`src/phy_mgmt_pkg.sv`:
```
// package: register map, field positions, reset values and frame constants
package phy_mgmt_pkg;

	// ----------------------------------------
	// register addresses
	// ----------------------------------------
	localparam logic [4:0] ADDR_BASIC_CONTROL   = 5'h00;
	localparam logic [4:0] ADDR_BASIC_STATUS    = 5'h01;
	localparam logic [4:0] ADDR_IDENTIFIER_HIGH = 5'h02;

	// ----------------------------------------
	// basic control fields
	// ----------------------------------------
	localparam int CTL_SOFT_RESET   = 15;
	localparam int CTL_LOOPBACK     = 14;
	localparam int CTL_SPEED        = 13;
	localparam int CTL_AUTONEG_EN   = 12;
	localparam int CTL_POWER_DOWN   = 11;
	localparam int CTL_ISOLATE      = 10;
	localparam int CTL_RESTART_AN   = 9;
	localparam int CTL_DUPLEX       = 8;
	localparam int CTL_COL_TEST     = 7;
	localparam int CTL_TX_DISABLE   = 0;

	// ----------------------------------------
	// basic status fields
	// ----------------------------------------
	localparam int STS_AN_COMPLETE  = 5;
	localparam int STS_REMOTE_FAULT = 4;
	localparam int STS_LINK         = 2;
	localparam int STS_JABBER       = 1;
	// fixed capability bits: 100tx fd/hd, 10t fd/hd, no preamble, an ability, ext cap
	localparam logic [15:0] STS_FIXED = 16'h7849;

	// arbitrary neutral identifier value
	localparam logic [15:0] IDENTIFIER_HIGH_VALUE = 16'h1234;

	// ----------------------------------------
	// management frame
	// ----------------------------------------
	localparam logic [1:0] FRAME_START = 2'h1;
	localparam logic [1:0] OP_WRITE    = 2'h1;
	localparam logic [1:0] OP_READ     = 2'h2;
	localparam logic [4:0] PHY_ADDR_RESET = 5'h01;

	typedef enum logic [2:0] {
		ST_IDLE, ST_HEAD, ST_TA, ST_READ, ST_WRITE
	} frame_state_t;

endpackage

```
`src/mgmt_access_if.sv`:
```
// interface: register access strobes between frame engine and register bank
`timescale 1ns/1ps
interface mgmt_access_if;
	logic        wr_stb;
	logic        rd_stb;
	logic [4:0]  addr;
	logic [15:0] wdata;
	logic [15:0] rdata;
	modport engine (output wr_stb, output rd_stb, output addr, output wdata, input rdata);
	modport bank   (input wr_stb, input rd_stb, input addr, input wdata, output rdata);
endinterface

```
`src/mdio_frame_engine.sv`:
```
// module: clause 22 management frame decoder on sampled mdc/mdio
`timescale 1ns/1ps
module mdio_frame_engine
	import phy_mgmt_pkg::*;
(
	input  wire logic       clk_in,
	input  wire logic       rst_b_in,
	input  wire logic       mdc_in,
	input  wire logic       mdio_in,
	input  wire logic [4:0] phy_addr_in,
	output logic            mdio_out,
	output logic            mdio_oe_out,
	mgmt_access_if.engine   acc
);
	frame_state_t state;
	logic        mdc_prev;
	logic        skip;
	logic [5:0]  cnt;
	logic [13:0] head;
	logic [15:0] shift;
	logic        is_read;

	wire rise = mdc_in & ~mdc_prev;
	wire fall = ~mdc_in & mdc_prev;
	wire [13:0] next_head = {head[12:0], mdio_in};
	wire head_ok = (next_head[13:12] == FRAME_START) &&
		(next_head[11:10] == OP_READ || next_head[11:10] == OP_WRITE) &&
		(next_head[9:5] == phy_addr_in);

	assign acc.addr = head[4:0];

	always_ff @(posedge clk_in or negedge rst_b_in) begin
		if (!rst_b_in) begin
			state       <= ST_IDLE;
			mdc_prev    <= 1'b0;
			skip        <= 1'b0;
			cnt         <= 6'h00;
			head        <= 14'h0000;
			shift       <= 16'h0000;
			is_read     <= 1'b0;
			mdio_out    <= 1'b0;
			mdio_oe_out <= 1'b0;
			acc.wr_stb  <= 1'b0;
			acc.rd_stb  <= 1'b0;
			acc.wdata   <= 16'h0000;
		end else begin
			mdc_prev   <= mdc_in;
			acc.wr_stb <= 1'b0;
			acc.rd_stb <= 1'b0;
			case (state)
			ST_IDLE: begin
				// preamble optional; a zero after idle ones starts a frame
				if (rise) begin
					if (!mdio_in) begin
						head  <= 14'h0000;
						cnt   <= 6'h01;
						state <= ST_HEAD;
					end
				end
			end
			ST_HEAD: begin
				if (rise) begin
					head <= next_head;
					cnt  <= cnt + 6'h01;
					if (cnt == 6'h0d) begin
						if (head_ok) begin
							is_read <= (next_head[11:10] == OP_READ);
							skip    <= 1'b0;
							state   <= ST_TA;
							cnt     <= 6'h00;
						end else begin
							// ride out a foreign frame so its data cannot start a new one
							is_read <= 1'b0;
							skip    <= 1'b1;
							state   <= ST_TA;
							cnt     <= 6'h00;
						end
					end
				end
			end
			ST_TA: begin
				if (rise) begin
					cnt <= cnt + 6'h01;
					if (cnt == 6'h01) begin
						cnt        <= 6'h00;
						state      <= is_read ? ST_READ : ST_WRITE;
						shift      <= acc.rdata;
						// clear-on-read follows the snapshot so latched events are returned
						acc.rd_stb <= is_read;
					end
				end
				// second turnaround bit driven zero for reads
				if (fall && is_read && cnt == 6'h01) begin
					mdio_oe_out <= 1'b1;
					mdio_out    <= 1'b0;
				end
			end
			ST_READ: begin
				if (fall) begin
					mdio_out <= shift[15];
					shift    <= {shift[14:0], 1'b0};
					cnt      <= cnt + 6'h01;
					if (cnt == 6'h10) begin
						mdio_oe_out <= 1'b0;
						state       <= ST_IDLE;
					end
				end
			end
			ST_WRITE: begin
				if (rise) begin
					shift <= {shift[14:0], mdio_in};
					cnt   <= cnt + 6'h01;
					if (cnt == 6'h0f) begin
						acc.wdata  <= {shift[14:0], mdio_in};
						acc.wr_stb <= ~skip;
						state      <= ST_IDLE;
					end
				end
			end
			default: state <= ST_IDLE;
			endcase
		end
	end

	a_read_drives: assert property (@(posedge clk_in) disable iff (!rst_b_in)
		acc.wr_stb |-> !mdio_oe_out) else $error("write strobe while driving mdio");
	c_write: cover property (@(posedge clk_in) acc.wr_stb);
	c_read: cover property (@(posedge clk_in) acc.rd_stb);
endmodule

```
`src/phy_basic_mgmt_registers.sv`:
```
// module: basic control, basic status and identifier registers
`timescale 1ns/1ps
// Operation
// - writing one to software reset reloads the control register from straps and pulses the core reset; latched status is kept and the bit clears itself.
// - speed select picks 100 when one, 10 when zero, ignored while auto-negotiation is on.
// - with auto-negotiation on, the negotiated speed and duplex win; enable resets from strap.
// - isolate cuts the device off the mac interface and the transmit pair; resets from strap.
// - restart auto-negotiation pulses a restart and the bit clears itself.
// - duplex bit one means full duplex; it resets to the inverse of the duplex strap.
// - transmitter disable zero keeps the transmitter on, one turns it off.
// - status reports fixed capabilities: no t4, 100 and 10 in full and half duplex.
// - status reports preamble suppression as supported.
// - auto-negotiation complete reads one once negotiation is done, else zero.
// - jabber and remote fault latch high until the status register is read.
// - link status latches low until the status register is read.
// - status reports auto-negotiation ability as one.
// - status reports extended capability as one.
// - identifier register returns a fixed 16-bit identifier value.
// - power down stops the line functions but keeps management access alive.
module phy_basic_mgmt_registers
	import phy_mgmt_pkg::*;
(
	input  wire logic       CLK_IN,
	input  wire logic       RST_B_IN,
	input  wire logic       MDC_IN,
	input  wire logic       MDIO_IN,
	output logic            MDIO_OUT,
	output logic            MDIO_OE_OUT,
	input  wire logic [4:0] PHY_ADDR_IN,
	input  wire logic       SPEED_STRAP_IN,
	input  wire logic       AUTONEG_STRAP_IN,
	input  wire logic       ISO_STRAP_IN,
	input  wire logic       DUPLEX_STRAP_IN,
	input  wire logic       AN_DONE_IN,
	input  wire logic       AN_SPEED_IN,
	input  wire logic       AN_DUPLEX_IN,
	input  wire logic       LINK_UP_IN,
	input  wire logic       JABBER_IN,
	input  wire logic       REMOTE_FAULT_IN,
	output logic            SPEED_100_OUT,
	output logic            FULL_DUPLEX_OUT,
	output logic            ISOLATE_OUT,
	output logic            TX_ENABLE_OUT,
	output logic            AN_RESTART_OUT,
	output logic            LOOPBACK_OUT,
	output logic            COL_TEST_OUT,
	output logic            POWER_DOWN_OUT,
	output logic            CORE_RESET_OUT
);
	// ----------------------------------------
	// frame engine
	// ----------------------------------------
	mgmt_access_if acc ();

	mdio_frame_engine mdio_frame_engine_inst (
		.clk_in      (CLK_IN),
		.rst_b_in    (RST_B_IN),
		.mdc_in      (MDC_IN),
		.mdio_in     (MDIO_IN),
		.phy_addr_in (PHY_ADDR_IN),
		.mdio_out    (MDIO_OUT),
		.mdio_oe_out (MDIO_OE_OUT),
		.acc         (acc.engine)
	);

	// ----------------------------------------
	// control register
	// ----------------------------------------
	logic [15:0] ctl;
	logic        strap_load;
	logic        soft_reset;
	logic        remote_fault;
	logic        jabber;
	logic        link_ok;

	wire wr_ctl    = acc.wr_stb && (acc.addr == ADDR_BASIC_CONTROL);
	wire rd_status = acc.rd_stb && (acc.addr == ADDR_BASIC_STATUS);
	// writable control bits: 15..7 and 0
	wire [15:0] ctl_mask = 16'hff81;
	wire [15:0] strap_ctl = {2'b00, SPEED_STRAP_IN, AUTONEG_STRAP_IN, 1'b0, ISO_STRAP_IN,
		1'b0, ~DUPLEX_STRAP_IN, 8'h00};

	// straps are caught by a clocked load after reset release, and again on soft reset
	always_ff @(posedge CLK_IN or negedge RST_B_IN) begin
		if (!RST_B_IN) begin
			ctl        <= 16'h0000;
			strap_load <= 1'b1;
			soft_reset <= 1'b0;
		end else begin
			strap_load <= 1'b0;
			soft_reset <= 1'b0;
			if (strap_load || soft_reset) begin
				ctl <= strap_ctl;
			end else if (wr_ctl) begin
				ctl <= acc.wdata & ctl_mask;
				soft_reset <= acc.wdata[CTL_SOFT_RESET];
			end else begin
				// self-clearing bits drop after one cycle
				ctl[CTL_SOFT_RESET] <= 1'b0;
				ctl[CTL_RESTART_AN] <= 1'b0;
			end
		end
	end

	// ----------------------------------------
	// latched status
	// ----------------------------------------
	always_ff @(posedge CLK_IN or negedge RST_B_IN) begin
		if (!RST_B_IN) begin
			remote_fault <= 1'b0;
			jabber       <= 1'b0;
			link_ok      <= 1'b0;
		end else begin
			// events in the read cycle are kept: set wins for jabber and remote fault, a link drop wins for link
			remote_fault <= REMOTE_FAULT_IN | (remote_fault & ~rd_status);
			jabber       <= JABBER_IN | (jabber & ~rd_status);
			link_ok      <= LINK_UP_IN & (link_ok | rd_status);
		end
	end

	// ----------------------------------------
	// read data
	// ----------------------------------------
	wire [15:0] status_word = STS_FIXED | {10'h000, AN_DONE_IN, remote_fault, 1'b0,
		link_ok, jabber, 1'b0};

	assign acc.rdata = (acc.addr == ADDR_BASIC_CONTROL)   ? ctl :
	                   (acc.addr == ADDR_BASIC_STATUS)    ? status_word :
	                   (acc.addr == ADDR_IDENTIFIER_HIGH) ? IDENTIFIER_HIGH_VALUE :
	                   16'h0000;

	// ----------------------------------------
	// operating outputs
	// ----------------------------------------
	wire an_on = ctl[CTL_AUTONEG_EN];
	wire next_speed  = an_on ? AN_SPEED_IN  : ctl[CTL_SPEED];
	wire next_duplex = an_on ? AN_DUPLEX_IN : ctl[CTL_DUPLEX];
	wire pd = ctl[CTL_POWER_DOWN];

	always_ff @(posedge CLK_IN or negedge RST_B_IN) begin
		if (!RST_B_IN) begin
			SPEED_100_OUT   <= 1'b0;
			FULL_DUPLEX_OUT <= 1'b0;
			ISOLATE_OUT     <= 1'b0;
			TX_ENABLE_OUT   <= 1'b0;
			AN_RESTART_OUT  <= 1'b0;
			LOOPBACK_OUT    <= 1'b0;
			COL_TEST_OUT    <= 1'b0;
			POWER_DOWN_OUT  <= 1'b0;
			CORE_RESET_OUT  <= 1'b1;
		end else begin
			SPEED_100_OUT   <= next_speed;
			FULL_DUPLEX_OUT <= next_duplex;
			ISOLATE_OUT     <= ctl[CTL_ISOLATE];
			TX_ENABLE_OUT   <= ~ctl[CTL_TX_DISABLE] & ~ctl[CTL_ISOLATE] & ~pd;
			AN_RESTART_OUT  <= ctl[CTL_RESTART_AN];
			LOOPBACK_OUT    <= ctl[CTL_LOOPBACK];
			COL_TEST_OUT    <= ctl[CTL_COL_TEST];
			POWER_DOWN_OUT  <= pd;
			CORE_RESET_OUT  <= soft_reset | strap_load;
		end
	end

	// ----------------------------------------
	// assertions
	// ----------------------------------------
	a_reset_selfclear: assert property (@(posedge CLK_IN) disable iff (!RST_B_IN)
		ctl[CTL_SOFT_RESET] |=> !ctl[CTL_SOFT_RESET]) else $error("reset bit stuck");
	a_speed_manual: assert property (@(posedge CLK_IN) disable iff (!RST_B_IN)
		!an_on |=> SPEED_100_OUT == $past(ctl[CTL_SPEED])) else $error("bad speed");
	a_speed_auto: assert property (@(posedge CLK_IN) disable iff (!RST_B_IN)
		an_on |=> SPEED_100_OUT == $past(AN_SPEED_IN)) else $error("bad an speed");
	a_isolate_out: assert property (@(posedge CLK_IN) disable iff (!RST_B_IN)
		ctl[CTL_ISOLATE] |=> ISOLATE_OUT && !TX_ENABLE_OUT) else $error("not isolated");
	a_restart_pulse: assert property (@(posedge CLK_IN) disable iff (!RST_B_IN)
		ctl[CTL_RESTART_AN] |=> AN_RESTART_OUT && !ctl[CTL_RESTART_AN]) else $error("restart");
	a_duplex_manual: assert property (@(posedge CLK_IN) disable iff (!RST_B_IN)
		!an_on |=> FULL_DUPLEX_OUT == $past(ctl[CTL_DUPLEX])) else $error("bad duplex");
	a_tx_disable: assert property (@(posedge CLK_IN) disable iff (!RST_B_IN)
		ctl[CTL_TX_DISABLE] |=> !TX_ENABLE_OUT) else $error("tx not off");
	a_fixed_caps: assert property (@(posedge CLK_IN) disable iff (!RST_B_IN)
		status_word[15:11] == 5'h0f && status_word[6] && status_word[3] && status_word[0])
		else $error("bad caps");
	a_jabber_hold: assert property (@(posedge CLK_IN) disable iff (!RST_B_IN)
		JABBER_IN ##1 !rd_status |=> jabber) else $error("jabber lost");
	a_link_low: assert property (@(posedge CLK_IN) disable iff (!RST_B_IN)
		!LINK_UP_IN ##1 !rd_status |=> !link_ok) else $error("link not latched low");
	a_powerdown_tx: assert property (@(posedge CLK_IN) disable iff (!RST_B_IN)
		pd |=> !TX_ENABLE_OUT) else $error("tx on in power down");

	c_soft_reset: cover property (@(posedge CLK_IN) soft_reset);
	c_link_drop: cover property (@(posedge CLK_IN) $fell(link_ok));
	c_status_read: cover property (@(posedge CLK_IN) rd_status && jabber);
endmodule

```
`config.mk`:
```
export PLATFORM = sky130hd
export DESIGN_NAME = phy_basic_mgmt_registers
export DESIGN_NICKNAME = d
export VERILOG_FILES = /design/src/phy_mgmt_pkg.sv /design/src/mgmt_access_if.sv /design/src/mdio_frame_engine.sv /design/src/phy_basic_mgmt_registers.sv
export SDC_FILE = /design/constraint.sdc
export NUM_CORES = 1
export LEC_CHECK = 0
export ABC_AREA = 1
export BUFFER_PORTS_ARGS = -buffer_cell sky130_fd_sc_hd__clkbuf_2
export CORE_ASPECT_RATIO = 1.2
export CORE_UTILIZATION = 50
export DETAILED_ROUTE_END_ITERATION = 12
export GPL_ROUTABILITY_DRIVEN = 0
export PLACE_DENSITY_LB_ADDON = 0.08
export SYNTH_ARGS = -nofsm -noshare
export SYNTH_HDL_FRONTEND = slang
export SYNTH_HIERARCHICAL = 1
export SYNTH_SLANG_ARGS = --single-unit
```
`constraint.sdc`:
```
create_clock -name CLK_IN -period 3.2 [get_ports CLK_IN]
set_clock_uncertainty 0.1 [all_clocks]
set_input_delay 0.16 -clock CLK_IN [delete_from_list [all_inputs] [get_ports CLK_IN]]
set_output_delay 0.16 -clock CLK_IN [all_outputs]
set_load 0.02 [all_outputs]
```
# ---- Word-level counts from Yosys, hierarchy flattened
# Cells that the tools add are included.
dict set report op_classes {
  n_lt_le_gt_ge 0
  div 0
  mul 0
  n_mux 56
  n_addsub 1
  n_eq_ne 25
  n_bitwise 19
  reduce_logical 23
  shift 0
}
# operator count
set op_table {}
lappend op_table {{16-bit two-way mux} 6}
lappend op_table {{13-bit two-way mux} 4}
lappend op_table {{6-bit two-way mux} 8}
lappend op_table {{16-bit one-hot mux with 3 select lines} 1}
lappend op_table {{3-bit two-way mux} 11}
lappend op_table {{6-bit one-hot mux with 5 select lines} 1}
lappend op_table {{13-bit one-hot mux with 2 select lines} 1}
lappend op_table {{2-bit by 1-bit inequality test with 1-bit output (second input constant)} 10}
lappend op_table {{1-bit two-way mux} 18}
lappend op_table {{15-bit two-way mux} 1}
lappend op_table {{3-bit one-hot mux with 5 select lines} 1}
lappend op_table {{6-bit by 4-bit equality test with 1-bit output (second input constant)} 2}
lappend op_table {{10-bit AND reduction} 1}
lappend op_table {{9-bit two-way mux} 1}
lappend op_table {{3-bit AND reduction} 3}
lappend op_table {{1-bit inverter} 8}
lappend op_table {{4-bit AND reduction} 2}
lappend op_table {{1-bit bitwise AND} 7}
lappend op_table {{7-bit AND reduction} 1}
lappend op_table {{6-bit by 1-bit adder with 6-bit output (second input constant)} 1}
lappend op_table {{3-bit by 2-bit equality test with 1-bit output (second input constant)} 2}
lappend op_table {{6-bit by 1-bit equality test with 1-bit output (second input constant)} 1}
lappend op_table {{6-bit by 5-bit equality test with 1-bit output (second input constant)} 1}
lappend op_table {{1-bit logical AND} 6}
lappend op_table {{other kinds (18)} 26}
dict set report totals {
  in_bits 19
  mem_bits_ro 0
  reg_bits 91
  ramBits 0
  n_memories 0
  elab_cells 152
  latchBits 0
  output_inout_bits 11
}

# ---- Longest topological paths before layout
dict set report logic_depth {
  word_depth 7
  ltp_mapped 11
  ltp_nobuf 11
}

# ---- Cells and area by module
# The synthesis kept the hierarchy.
# mod seq_area_each_um2 cells_per_inst n_inst area_each_um2
set modules_own_cells {}
lappend modules_own_cells {mdio_frame_engine 1526.5 427 1 3254.4}
lappend modules_own_cells {phy_basic_mgmt_registers 578.1 124 1 1102.3}

# ---- Least setup slack after synthesis
# No wires, ideal clock.
dict set report synth_path {
  path_kind {register to register}
  start {reg mdio_frame_engine_inst.state[1]}
  end {reg mdio_frame_engine_inst.shift[14]}
  setup_time_ps 117
  setup_slack_ps 1630
  stages_incl_launch_ff 11
  path_buffers 2
  synth_period_minus_slack_ps 1570
  t_arrival_ps 1352
  cell_sequence {dfrtp_1 buf_2 nor2_4 nand2_4 nand2_1 nand2_2 nor2_8 nand2_4 buf_6 nand2_1 nand2_1}
}
dict set report synth_between {
  elab_chain_cells 3
  elab_cells_between_ends 10
  cone_classes {eq/ne: 7; mux: 1; reduce/logical: 2}
}
# item line
set synth_rtl {}
lappend synth_rtl {{start: declaration} mdio_frame_engine.sv:15} ;# frame_state_t state;
lappend synth_rtl {{start signal: assignment} mdio_frame_engine.sv:86} ;# state <= is_read ? ST_READ : ST_WRITE;
lappend synth_rtl {{3-bit equality test / 3-bit by 2-bit equality test with 1-bit output (equally long branches)} mdio_frame_engine.sv:50} ;# case (state)
lappend synth_rtl {{2-bit by 1-bit inequality test with 1-bit output (no source line) / 3-bit nonzero test (equally long branches)} --}
lappend synth_rtl {{5-bit AND reduction (no source line)} --}
lappend synth_rtl {{end signal: assignment} mdio_frame_engine.sv:87} ;# shift <= acc.rdata;
lappend synth_rtl {{end signal: assignment} mdio_frame_engine.sv:101} ;# shift <= {shift[14:0], 1'b0};
lappend synth_rtl {{end signal: assignment} mdio_frame_engine.sv:111} ;# shift <= {shift[14:0], mdio_in};
lappend synth_rtl {{end: declaration} mdio_frame_engine.sv:20} ;# logic [15:0] shift;
# Several ways; a longest one is shown, not always the timed one.
# A chain may end at the register's enable or synchronous reset.

# ---- Final worst setup path
dict set report layout_path {
  start {in MDC_IN}
  end {reg mdio_frame_engine_inst.acc.wdata[13]}
}
dict set report layout_between {
  elab_chain_cells 2
}
# item line
set layout_rtl {}
lappend layout_rtl {{start: declaration} phy_basic_mgmt_registers.sv:25} ;# input wire logic MDC_IN,
lappend layout_rtl {{1-bit bitwise AND} mdio_frame_engine.sv:23} ;# wire rise = mdc_in & ~mdc_prev;
lappend layout_rtl {{3-bit AND reduction (no source line)} --}
lappend layout_rtl {{end signal: assignment} mdio_frame_engine.sv:114} ;# acc.wdata <= {shift[14:0], mdio_in};
lappend layout_rtl {{end: declaration} mgmt_access_if.sv:9} ;# modport engine (output wr_stb, output rd_stb, output addr, output wdata, input rdata);
# No other way between the ends.

==> impl_results.md <==
- Worst-path cell chain: dlygate4sd3_1 -> clkbuf_2 -> inv_1 -> nor2_2 -> nand2_1 -> nor2_1 -> nand2_1 -> nand2_1 -> o21ai_0
- Hold crit path type: in2reg
- Post-CTS setup buffers: 0
- H-tree Lvls: 3
- Crit path DAT: 2170 ps
- Later-pin clock latency in the skew report: 360 ps
- R2R Setup Slk: 1210 ps
- Die Width: around 85 um
- CP max-delay cell: dlygate4sd3_1
- Fin util: 57.3%
- DR vias/cell: 5.09
- First-pass GRT wire length: about 15000 um
- Slew @ Worst Pin: 973 ps
- Critical path depth in cells: 9
- Rel. slew slack: a little over a third
- Final HPWL DP: 5990 um
- Synthesized area per cell: 7.79 um2
- CP required: between 3000 and 4000 ps
- Register cell area after layout: 1950 um2
- Post-route DRC: 0
- WL final: 8800 um
- Dpl cells: 639
- Sequential share of power: 38.4%
- Critical path peak fanout: 19
- Most frequent CP cell: nand2_1
- Net Sw Frac: 40.7%
- Overflow after GRT: 0
- Final Hold Viols: 0
- CTS Buffer Depth: 2
- Routed vias: 3392
- Core region area: 8110 um2
- Crit-path leading delay family: simple AND/OR/NAND/NOR gates
- RSZ-0062 raised after global routing: false
- Max-cap violations: 0
- Commonest non-fill, non-tap cells in the layout: 142 x nand2_1, 76 x dfrtp_1, 71 x nand3_1
- Commonest non-fill, non-tap cell in the layout: nand2_1
- Leakage: ~2.5 nW
- Chip height: 102 um
- Status: complete, no violations
- Max-slew violations: 0
- Final Critical Period: 2050 ps
- Area added between synthesis and finish: 11.8%
- DRT iter0 DRCs: 189
- Clock share of power: 24.5%
- Iteration count of the initial detailed-routing pass: 4
- Hold Path Depth: 5
- Internal: 2.02 mW
- CTS buffer count: 9
- Multi-input gate area: 1820 um2
- Worst r2r path cells: 6
- Root Buffer: clkbuf_8
- Critical path buffers and inverters: 3
- Die area: 8680 um2
- CP Capture Type: register
- Post-CTS sizing: 0
- Num rows: 36
- PD cells: around 740 nW/um2
- Drt wl/cell: 13.2 um
- CTS tree: built
- CTS clk-pin slew, worst paths: 80 ps
- TritonCTS Sinks: 78
- Ys Warns: 6
- IO buf count: 29
- Fin crit share: 64.2%
- Initial antenna violation count: 0
- Vias in the first global route: 3147
- Syn_nets: 556
- CP Launch Type: primary input
- Setup TNS Final: 0 ps
- CP peak stage delay: 520 ps
- Layout cells sized above 1: 14.0%
- Peak supply drop: between 0.4 and 0.5 mV
- Antenna Nets Post-Route: 0
- Setup violations, final: 0
- Layout Nets: 589
- Ant. Diodes: 0
- Cell area after synthesis: 4150 um2
- Sw power: between 1 and 1.5 mW
- Largest net degree at the start of global routing: 79
- # fillers: 764
- I/O Pins: 30
- Post-Synthesis Cells: 533
- Cts-stage hold buffer count: 11
- Fmax: 0.487 GHz
- Gr usage total: 22.2%
- WS Path Type: in2reg
- Initial Util: about 51%
- Non-filler cells, final: 666
- Comb power frac: around 37%
[power groups by stage]
stage	clock, mW	sequential, mW	combinational (mW)
after global placement	0	1.33	1.25
after detailed placement	0	1.33	1.26
after CTS	0.857	1.31	1.28
after global routing	0.903	1.34	1.44
after floorplan	0	1.28	1.06
final	0.836	1.31	1.27
[worst paths after layout]
check                                                                    to                                 startpoint
max                        mdio_frame_engine_inst/acc.wdata[13]$_DFFE_PN0P_                                     MDC_IN
max reg2reg                mdio_frame_engine_inst/acc.wdata[13]$_DFFE_PN0P_  mdio_frame_engine_inst/mdc_prev$_DFF_PN0_
min in group asynchronous                           TX_ENABLE_OUT$_DFF_PN0_                                   RST_B_IN
min reg2reg                                        AN_RESTART_OUT$_DFF_PN0_                           ctl[9]$_DFF_PN0_
max in group asynchronous                            remote_fault$_DFF_PN0_                                   RST_B_IN
min                                                     ctl[10]$_DFFE_PN0P_                               ISO_STRAP_IN
[metrics by stage]
stage | hold slack (ps) | cell area [um2] | power (mW) | worst slack (ps)
5_1_grt | 45.1 | 4650 | 3.68 | 924
3_3_place_gp | 185 | 4310 | 2.57 | 1270
4_1_cts | 5.52 | 4650 | 3.45 | 1140
3_5_place_dp | 184 | 4310 | 2.59 | 1220
2_1_floorplan | -236 | 4150 | 2.34 | 1630
6_report | 20.3 | 4650 | 3.41 | 1150
[state kept, by name, indices dropped and copies added (netlist names), 3 cells and up]
register	flops
mdio_frame_engine_inst/head	13
mdio_frame_engine_inst/state	3
mdio_frame_engine_inst/cnt	6
ctl	10
mdio_frame_engine_inst/shift	16
mdio_frame_engine_inst/acc.wdata	10
[final cells by class]
| class | instances | share of cell area, % |
|---|---|---|
| Sequential cell | 78 | 42.1 |
| Multi-Input combinational cell | 365 | 39.1 |
| Inverter | 71 | 5.74 |
| Timing Repair Buffer | 41 | 5.71 |
| Clock buffer | 11 | 3.04 |
| Tap cell | 95 | 2.56 |
| Clock inverter | 5 | 1.80 |
[tightest hold or removal path, stage by stage]
cell and delay [ps]:
clkbuf_2 80, nand2_1 50, nand2_1 50, nand2_1 50, nand2_1 50
[per-layer routing]
metal,wire [um],up-vias,global-route usage (%)
met5,0,-,0
met4,116,0,9.78
met3,222,11,3.47
met2,4440,53,38.0
met1,4030,1577,28.2
li1,-,1751,-
(Power assumes the default switching activity.)
